[src/instr_decode_pkg.sv]
/*
 * shared constants, types and field layout for the instruction decoder.
 * assumes one 16-bit instruction word per instruction cycle from fetch.
 */
package instr_decode_pkg;

	// ==========================================================
	// widths and cycle timing
	localparam int INSTR_W  = 16;
	localparam int QUARTERS = 4;   // oscillator periods per instruction cycle
	localparam int PH_W     = 2;

	// ==========================================================
	// class prefixes, matched on the top bits of the word
	localparam int         PFX_BYTE_W = 2;
	localparam logic [1:0] PFX_BYTE   = 2'h0;
	localparam int         PFX_MOVP_W = 2;
	localparam logic [1:0] PFX_MOVP   = 2'h1;
	localparam int         PFX_BIT_W  = 3;
	localparam logic [2:0] PFX_BIT    = 3'h4;
	localparam int         PFX_TBL_W  = 4;
	localparam logic [3:0] PFX_TBL    = 4'ha;
	localparam int         PFX_LIT_W  = 4;
	localparam logic [3:0] PFX_LIT    = 4'hb;
	localparam int         PFX_JMP_W  = 2;
	localparam logic [1:0] PFX_JMP    = 2'h3;

	// ==========================================================
	// field positions
	localparam int F_LSB       = 0;
	localparam int F_MSB       = 7;
	localparam int DEST_BIT    = 8;
	localparam int BOP_LSB     = 9;
	localparam int BOP_MSB     = 13;
	localparam int BSEL_LSB    = 8;
	localparam int BSEL_MSB    = 10;
	localparam int BITOP_LSB   = 11;
	localparam int BITOP_MSB   = 12;
	localparam int P_LSB       = 8;
	localparam int P_MSB       = 12;
	localparam int MOVP_DIR    = 13;
	localparam int TBL_INC_BIT = 8;
	localparam int TBL_HI_BIT  = 9;
	localparam int TOP_LSB     = 10;
	localparam int TOP_MSB     = 11;
	localparam int LOP_LSB     = 8;
	localparam int LOP_MSB     = 11;
	localparam int K8_MSB      = 7;
	localparam int K13_MSB     = 12;
	localparam int JMP_CALL    = 13;
	localparam int CTRL_LSB    = 0;
	localparam int CTRL_MSB    = 7;

	// ==========================================================
	// operation code ranges
	localparam logic [4:0] BOP_CTRL       = 5'h00;
	localparam logic [4:0] BOP_SKIP_FIRST = 5'h18;
	localparam logic [4:0] BOP_SKIP_LAST  = 5'h1b;
	localparam logic [4:0] BOP_S_FIRST    = 5'h1c;
	localparam logic [4:0] BOP_LAST       = 5'h1d;
	localparam int         BITOP_SKIP_BIT = 1;
	localparam logic [3:0] LOP_LAST       = 4'hb;
	localparam logic [7:0] CTRL_NOP       = 8'h00;
	localparam logic [7:0] CTRL_RETURN    = 8'h02;
	localparam logic [7:0] CTRL_SLEEP     = 8'h03;
	localparam logic [7:0] CTRL_CLRWDT    = 8'h04;
	localparam logic [7:0] CTRL_RETFIE    = 8'h05;

	// ==========================================================
	// types
	typedef enum logic [1:0] {
		FMT_BYTE = 2'b00,
		FMT_BIT  = 2'b01,
		FMT_LIT  = 2'b11,
		FMT_RSVD = 2'b10
	} fmt_e;

	typedef enum logic {
		CYC_EXEC = 1'b0,
		CYC_NOP  = 1'b1
	} cyc_e;

	typedef struct packed {
		fmt_e        fmt;
		logic        rsvd;
		logic [4:0]  op_code;
		logic [7:0]  file_addr;
		logic [4:0]  periph_addr;
		logic [2:0]  bit_sel;
		logic        working_register_wr;
		logic        file_wr;
		logic [7:0]  lit8;
		logic [12:0] lit13;
		logic        tbl_op;
		logic        tbl_inc;
		logic        tbl_hi;
		logic        skip_op;
		logic        pc_op;
	} decode_s;

endpackage

[src/phase_gen.sv]
/*
 * quarter-cycle counter: splits each instruction cycle into oscillator periods.
 * assumes clk is the core oscillator and reset_n the core reset.
 */
`timescale 1ns/1ps

module phase_gen #(
	parameter int PHASES = instr_decode_pkg::QUARTERS
) (
	input  wire logic                            clk,
	input  wire logic                            reset_n,
	output logic [instr_decode_pkg::PH_W-1:0]    phase,
	output logic                                 last
);
	import instr_decode_pkg::*;

	localparam logic [PH_W-1:0] PH_END = PH_W'(PHASES - 1);

	logic [PH_W-1:0] phase_nxt;

	// ==========================================================
	// wrap after the final quarter
	always_comb begin
		phase_nxt = (phase == PH_END) ? '0 : phase + 1'b1;
	end

	always_ff @(posedge clk or negedge reset_n) begin
		if (!reset_n) begin
			phase <= '0;
		end else begin
			phase <= phase_nxt;
		end
	end

	assign last = (phase == PH_END);

endmodule

[src/prefix_match.sv]
/*
 * compares the top bits of an instruction word with one class prefix.
 * assumes the word is at most 16 bits and the prefix is narrower.
 */
`timescale 1ns/1ps

module prefix_match #(
	parameter int                W    = 2,
	parameter logic [W-1:0]      CODE = '0
) (
	input  wire logic [instr_decode_pkg::INSTR_W-1:0] word,
	output logic                                      hit
);
	import instr_decode_pkg::*;

	// ==========================================================
	// pure compare, no state
	always_comb begin
		hit = (word[INSTR_W-1 -: W] == CODE);
	end

endmodule

[src/instr_decode_cycle_timing.sv]
/*
 * instruction decode and cycle timing for the 8-bit core.
 * assumes fetch presents a word with fetch_valid on the clock of the core,
 * and the datapath reports skip_true and pc_write during the last quarter.
 */
`timescale 1ns/1ps

module instr_decode_cycle_timing #(
	parameter int PHASES = instr_decode_pkg::QUARTERS
) (
	input  wire logic                                  clk,
	input  wire logic                                  reset_n,
	input  wire logic [instr_decode_pkg::INSTR_W-1:0]  instr_word,
	input  wire logic                                  fetch_valid,
	input  wire logic                                  skip_true,
	input  wire logic                                  pc_write,
	output instr_decode_pkg::decode_s                  dec_r,
	output logic                                       exec_valid_r,
	output logic [instr_decode_pkg::PH_W-1:0]          phase_r,
	output logic                                       cycle_start_r,
	output logic                                       nop_cycle_r,
	output logic                                       two_cycle_r,
	output logic                                       instr_taken_r
);
	import instr_decode_pkg::*;

	// ==========================================================
	// quarter counter and class matchers
	logic            ph_last;
	logic            hit_byte;
	logic            hit_movp;
	logic            hit_bit;
	logic            hit_tbl;
	logic            hit_lit;
	logic            hit_jmp;

	// one instruction cycle is PHASES oscillator periods
	phase_gen #(.PHASES(PHASES)) u_phase (
		.clk     (clk),
		.reset_n (reset_n),
		.phase   (phase_r),
		.last    (ph_last)
	);

	prefix_match #(.W(PFX_BYTE_W), .CODE(PFX_BYTE)) u_m_byte (
		.word (instr_word),
		.hit  (hit_byte)
	);

	prefix_match #(.W(PFX_MOVP_W), .CODE(PFX_MOVP)) u_m_movp (
		.word (instr_word),
		.hit  (hit_movp)
	);

	prefix_match #(.W(PFX_BIT_W), .CODE(PFX_BIT)) u_m_bit (
		.word (instr_word),
		.hit  (hit_bit)
	);

	prefix_match #(.W(PFX_TBL_W), .CODE(PFX_TBL)) u_m_tbl (
		.word (instr_word),
		.hit  (hit_tbl)
	);

	prefix_match #(.W(PFX_LIT_W), .CODE(PFX_LIT)) u_m_lit (
		.word (instr_word),
		.hit  (hit_lit)
	);

	prefix_match #(.W(PFX_JMP_W), .CODE(PFX_JMP)) u_m_jmp (
		.word (instr_word),
		.hit  (hit_jmp)
	);

	// ==========================================================
	// class select: control words share the byte prefix, so they are
	// peeled off first; the other prefixes never overlap
	logic cls_ctrl;
	logic cls_byte;
	logic cls_movp;
	logic cls_bit;
	logic cls_tbl;
	logic cls_lit;
	logic cls_jmp;

	// a word with d/s set and opcode zero is a reserved byte code, not control
	always_comb begin
		cls_ctrl = hit_byte && (instr_word[BOP_MSB:DEST_BIT] == 6'h00);
		cls_byte = hit_byte && !cls_ctrl;
		cls_movp = hit_movp;
		cls_bit  = hit_bit;
		cls_tbl  = hit_tbl;
		cls_lit  = hit_lit;
		cls_jmp  = hit_jmp;
	end

	// ==========================================================
	// field split of the incoming word
	decode_s    split;
	logic [4:0] bop;
	logic [1:0] bitop;
	logic [3:0] lop;
	logic [7:0] ctrl;
	logic       dest;

	// one word in, one decoded record out; no state here
	always_comb begin
		bop   = instr_word[BOP_MSB:BOP_LSB];
		bitop = instr_word[BITOP_MSB:BITOP_LSB];
		lop   = instr_word[LOP_MSB:LOP_LSB];
		ctrl  = instr_word[CTRL_MSB:CTRL_LSB];
		dest  = instr_word[DEST_BIT];
		split = '0;
		split.fmt = FMT_RSVD;
		split.rsvd = 1'b1;
		// operand fields sit at fixed positions in every class
		split.file_addr   = instr_word[F_MSB:F_LSB];
		split.periph_addr = instr_word[P_MSB:P_LSB];
		split.bit_sel     = instr_word[BSEL_MSB:BSEL_LSB];
		split.lit8        = instr_word[K8_MSB:0];
		split.lit13       = instr_word[K13_MSB:0];
		// class order matters: control codes hide inside the byte prefix
		if (cls_ctrl) begin
			split.fmt = FMT_LIT;
			split.op_code = ctrl[4:0];
			// the low byte names the control operation
			case (ctrl)
				CTRL_NOP, CTRL_SLEEP, CTRL_CLRWDT: begin
					split.rsvd = 1'b0;
				end
				CTRL_RETURN, CTRL_RETFIE: begin
					split.rsvd  = 1'b0;
					split.pc_op = 1'b1;
				end
				default: begin
					split.rsvd = 1'b1;
				end
			endcase
		end else if (cls_byte) begin
			split.fmt     = FMT_BYTE;
			split.op_code = bop;
			split.rsvd    = (bop == BOP_CTRL) || (bop > BOP_LAST);
			split.skip_op = (bop >= BOP_SKIP_FIRST) && (bop <= BOP_SKIP_LAST);
			if (bop >= BOP_S_FIRST) begin
				// s form: file always written, working register when s is 0
				split.file_wr = 1'b1;
				split.working_register_wr = ~dest;
			end else if (!split.skip_op) begin
				split.file_wr = dest;
				split.working_register_wr = ~dest;
			end
		end else if (cls_movp) begin
			// peripheral move, direction bit goes to op_code; file_wr is set for either direction
			split.fmt     = FMT_BYTE;
			split.rsvd    = 1'b0;
			split.op_code = {4'h0, instr_word[MOVP_DIR]};
			split.file_wr = 1'b1;
		end else if (cls_bit) begin
			split.fmt     = FMT_BIT;
			split.rsvd    = 1'b0;
			split.op_code = {3'h0, bitop};
			split.skip_op = bitop[BITOP_SKIP_BIT];
			split.file_wr = ~bitop[BITOP_SKIP_BIT];
		end else if (cls_tbl) begin
			split.fmt     = FMT_LIT;
			split.rsvd    = 1'b0;
			split.op_code = {3'h0, instr_word[TOP_MSB:TOP_LSB]};
			split.tbl_op  = 1'b1;
			split.tbl_inc = instr_word[TBL_INC_BIT];
			split.tbl_hi  = instr_word[TBL_HI_BIT];
			split.file_wr = ~instr_word[TOP_LSB];
		end else if (cls_lit) begin
			split.fmt     = FMT_LIT;
			split.op_code = {1'b0, lop};
			split.rsvd    = (lop > LOP_LAST);
			split.working_register_wr = (lop <= LOP_LAST);
		end else if (cls_jmp) begin
			// jump and call carry the wide literal
			split.fmt     = FMT_LIT;
			split.rsvd    = 1'b0;
			split.op_code = {4'h0, instr_word[JMP_CALL]};
			split.pc_op   = 1'b1;
		end
		// reserved words must not disturb any state
		if (split.rsvd) begin
			split.working_register_wr = 1'b0;
			split.file_wr = 1'b0;
			split.tbl_op  = 1'b0;
			split.skip_op = 1'b0;
			split.pc_op   = 1'b0;
		end
	end

	// ==========================================================
	// instruction cycle sequencing
	cyc_e    state_r;
	cyc_e    state_nxt;
	decode_s dec_nxt;
	logic    exec_valid_nxt;
	logic    cycle_start_nxt;
	logic    nop_cycle_nxt;
	logic    two_cycle_nxt;
	logic    instr_taken_nxt;
	logic    needs_two;
	logic    load;
	logic    two_tbl;
	logic    two_pc;
	logic    two_skip;
	logic    two_write;

	// reasons for a second cycle, kept apart so each can be traced alone;
	// a pc write only counts when the instruction really writes a file
	assign two_tbl   = dec_r.tbl_op;
	assign two_pc    = dec_r.pc_op;
	assign two_skip  = dec_r.skip_op & skip_true;
	assign two_write = dec_r.file_wr & pc_write;
	// an empty cycle never stretches, whatever the datapath reports
	assign needs_two = exec_valid_r & (two_tbl | two_pc | two_skip | two_write);

	// decisions are taken on the last quarter so datapath results are final
	always_comb begin
		state_nxt       = state_r;
		dec_nxt         = dec_r;
		exec_valid_nxt  = exec_valid_r;
		nop_cycle_nxt   = nop_cycle_r;
		two_cycle_nxt   = two_cycle_r;
		cycle_start_nxt = ph_last;
		instr_taken_nxt = 1'b0;
		load            = 1'b0;
		if (ph_last) begin
			case (state_r)
				CYC_EXEC: begin
					if (needs_two) begin
						// hold the fetched word and run an idle cycle
						state_nxt      = CYC_NOP;
						exec_valid_nxt = 1'b0;
						nop_cycle_nxt  = 1'b1;
						two_cycle_nxt  = 1'b1;
					end else begin
						load = 1'b1;
					end
				end
				CYC_NOP: begin
					// pad cycle over: the word held by fetch goes in now
					load = 1'b1;
				end
				default: begin
					// an impossible state code recovers by loading
					load = 1'b1;
				end
			endcase
		end
		if (load) begin
			state_nxt       = CYC_EXEC;
			nop_cycle_nxt   = 1'b0;
			two_cycle_nxt   = 1'b0;
			exec_valid_nxt  = fetch_valid;
			instr_taken_nxt = fetch_valid;
			// no word from fetch runs as an empty cycle
			dec_nxt         = fetch_valid ? split : '0;
		end
	end

	// registers only; every decision is made in the comb block above
	always_ff @(posedge clk or negedge reset_n) begin
		if (!reset_n) begin
			state_r       <= CYC_EXEC;
			dec_r         <= '0;
			exec_valid_r  <= 1'b0;
			cycle_start_r <= 1'b0;
			nop_cycle_r   <= 1'b0;
			two_cycle_r   <= 1'b0;
			instr_taken_r <= 1'b0;
		end else begin
			state_r       <= state_nxt;
			dec_r         <= dec_nxt;
			exec_valid_r  <= exec_valid_nxt;
			cycle_start_r <= cycle_start_nxt;
			nop_cycle_r   <= nop_cycle_nxt;
			two_cycle_r   <= two_cycle_nxt;
			instr_taken_r <= instr_taken_nxt;
		end
	end

endmodule

[config.mk]
export PLATFORM = sky130hd
export DESIGN_NAME = instr_decode_cycle_timing
export DESIGN_NICKNAME = d
export VERILOG_FILES = /design/src/instr_decode_pkg.sv /design/src/phase_gen.sv /design/src/prefix_match.sv /design/src/instr_decode_cycle_timing.sv
export SDC_FILE = /design/constraint.sdc
export NUM_CORES = 1
export LEC_CHECK = 0
export BUFFER_PORTS_ARGS = -buffer_cell sky130_fd_sc_hd__buf_2
export CORE_UTILIZATION = 43
export CTS_CLUSTER_DIAMETER = 80
export DETAILED_ROUTE_END_ITERATION = 6
export GPL_ROUTABILITY_DRIVEN = 0
export PLACE_DENSITY_LB_ADDON = 0.2
export SLEW_MARGIN = 20
export SYNTH_ARGS = -nofsm -noshare
export SYNTH_HDL_FRONTEND = slang
export SYNTH_SLANG_ARGS = --single-unit
export TNS_END_PERCENT = 10
[constraint.sdc]
create_clock -name clk -period 1.5 [get_ports clk]
set_input_delay 0.075 -clock clk [delete_from_list [all_inputs] [get_ports clk]]
set_output_delay 0.075 -clock clk [all_outputs]
set_load 0.02 [all_outputs]
==> flow_summary.yaml <==
status:
  outcome: "finished with violations"
  violations: "setup timing"
setup_path:
  worstPathMaxFanout: 37
  cp-start-kind: "flip-flop"
  critPathKind: "reg -> reg"
  worstPathRequired_ns: 1.68
  cp-end-kind: "flip-flop"
  arrival_ns: 1.71
floorplan:
  die_width_microns: 69.1
  io_pins: 80
  rows: 24
  start_util: 0.445
  core_sq_mm: 0.00435
  die_area_sq_mm: 0.00477
  die_h_microns: 69.1
place:
  port_buffers: 79
  dp_cells: 294
  placed_area_sq_mm: 0.00221
  dp_hpwl_microns: 3190
clock_network:
  cts_tree: "yes"
  clk_latency_ns: 0.29
  cts_sinks: 35
  path_clk_slew_ns: 0.07
  cts_buffers: 5
  root_buffer: "clkbuf_8"
  cts_buffer_depth: 2
  h-tree-depth: 2
sta:
  post-route-min-period_ns: 1.53
  setup_violations: 10
  fmax_mhz: 652
  finalCritPeriodShare: 1.02
  worst_pin_slew_ns: 0.494
  slew_violations: 0
  hold_viol: 0
  fin_skew_ns: 0.00187
  timing.final.ws_setup_ns: -0.0333
  maxSlewHeadroom: 0.666
synthesis:
  yosysSeqAreaShare: 0.452
  synthTopCellsByArea: "dfrtp_1, buf_4, a22o_1, buf_6, nand2_1"
  ys.warnings.count: 0
  yosysMostFrequentCell: "dfrtp_1"
  netlist_top_cells_count: "dfrtp_1, buf_4, nand2_1"
  yosys_most_used_dff: "dfrtp_1"
  async_flop_share: 1.00
  synth_nets: 210
  synthCells: 188
  synth_area_leader_cell: "dfrtp_1"
  syn-cell-area_sq_mm: 0.00194
  ys_types: 48
  synth_top_cell_area_share: 0.452
  synth_edf_count: 0
  syn_area_per_cell_sq_um: 10.3
  ys_ff_latch: 35
global_routing:
  grt_start_max_net_pins: 38
  grt_pass1_vias: 1444
  antenna_found_initial: 0
  grt_overflow: 0
  grt_pass1_wl_microns: 7380
  gr-usage-all-layers: 0.194
detailed_routing:
  postRouteAntennaNets: 0
  drcViolationCount: 0
  routed_wl_microns: 4740
  first_iter_violations: 111
  wl_per_cell_microns: 15.4
  viasPerCell: 5.36
  dr.pass1.iters: 4
  vias: 1647
power:
  p_leak_nw: 1.26
  finalPower_mw: 2.28
  ir_worst_vdd_mv: 0.626
  power.density_mw_per_mm2: 960
finish:
  n_antenna_cell: 0
  layout-area-overhead-vs-synth_pct: 22.9
  stdcell_count: 307
  drive_gt1_frac: 0.478
  nets: 276
  fin_util: 0.547
  final_cell_area_sq_mm: 0.00238
  n_fill_cell: 420
min_path:
  hold_path_class: "in -> reg"
run:
  drv_cap: 0
==> timing repair <==
action,4_1_cts,5_1_grt
endpoints found under the setup margin,4,26
hold buffers,1,0
hold endpoints to repair,35,0
pin swaps,0,4
cloned,0,1
resized for setup,2,9
buffers inserted,0,3
==> sequential cells by signal (all words and copies together) (netlist names) <==
signal         count
cycle_start_r      1
dec_r             26
exec_valid_r       1
instr_taken_r      1
state_r            1
two_cycle_r        1
two_pc             1
two_tbl            1
u_phase.phase      2
==> worst paths after layout <==
kind,startpoint,to,slack [ns],depth (start not counted)
worst max-delay path,state_r,dec_r[46],-0.03,6
worst min-delay path,instr_word[6],dec_r[42],0.03,2
worst max register to register,state_r,dec_r[46],-0.03,6
worst min register to register,u_phase.phase[0],u_phase.phase[0],0.44,1
max in group asynchronous,reset_n,dec_r[26],0.81,3
min in group asynchronous,reset_n,dec_r[37],0.35,3
==> layout by cell type (no fill, tap or decap), types with 2 or more instances in the layout <==
master / Yosys / final
dfrtp_1: 35 / 32
buf_4: 30 / 18
nand3_1: 2 / 2
a22o_1: 13 / 13
o31ai_1: 3 / 3
nor2_1: 9 / 9
o21a_1: 3 / 3
inv_1: 5 / 5
dfrtp_2: 0 / 3
mux2i_1: 2 / 2
a22o_2: 2 / 2
a31oi_1: 2 / 2
clkbuf_8: 0 / 5
nand2_1: 17 / 17
o311ai_0: 2 / 2
o211ai_1: 2 / 2
a21oi_1: 3 / 3
o21ai_0: 7 / 6
or3b_2: 2 / 2
nor3_1: 3 / 3
a211oi_1: 4 / 3
a21o_1: 2 / 2
nor4_1: 4 / 4
buf_2: 2 / 79
clkbuf_1: 2 / 2
==> stage by stage <==
| stage | worst slack, ns | hold slack [ns] | setup TNS, ns |
|---|---|---|---|
| 2_1_floorplan | 0.00949 | -0.221 | 0 |
| 3_3_place_gp | -0.0669 | 0.139 | -0.204 |
| 3_5_place_dp | -0.103 | 0.135 | -0.357 |
| 4_1_cts | -0.0286 | 0.0257 | -0.0522 |
| 5_1_grt | -0.0895 | 0.0381 | -1.24 |
| 6_report | -0.0333 | 0.0262 | -0.106 |
==> power by group <==
part	switching [mW]	leakage [nW]	internal, mW
combinational	0.349	0.756	0.217
clock	0.330	0.0422	0.326
sequential	0.0504	0.458	1.01
==> routing by layer <==
layer	global-route usage	wire, microns	up-vias
met1	0.286	2170	777
met3	0.0322	280	12
li1	-	-	791
met4	0.0839	91	0
met5	0	0	-
met2	0.280	2190	67
==> layout make-up <==
type                    instances  area (sq um)  area share
clock buffers                   7          76.3      0.0321
clock inverters                 1          5.00     0.00210
well taps                      52          65.1      0.0273
repair inverters                1          11.3     0.00473
inverters                       6          35.0      0.0147
repair buffers                100           572       0.240
flip-flops and latches         35           880       0.370
multi-input cells             105           736       0.309
==> critical path, stage by stage (launching register included) <==
cell,delay [ns]
dfrtp_1,0.40
nand2b_4,0.15
o211ai_1,0.24
buf_4,0.18
buf_12,0.18
nor3_1,0.06
a22o_1,0.19
==> cells by family after synthesis <==
kind of cell	after synthesis	synth area share
multiplexers	2	0.0103
AND/OR/NAND/NOR	48	0.133
adder cells (fa/ha/maj)	1	0.00646
flip-flops	35	0.452
buffers and inverters	48	0.180
AO/OA/AOI/OAI	54	0.218
No activity file was read; power rests on OpenSTA's default activity.
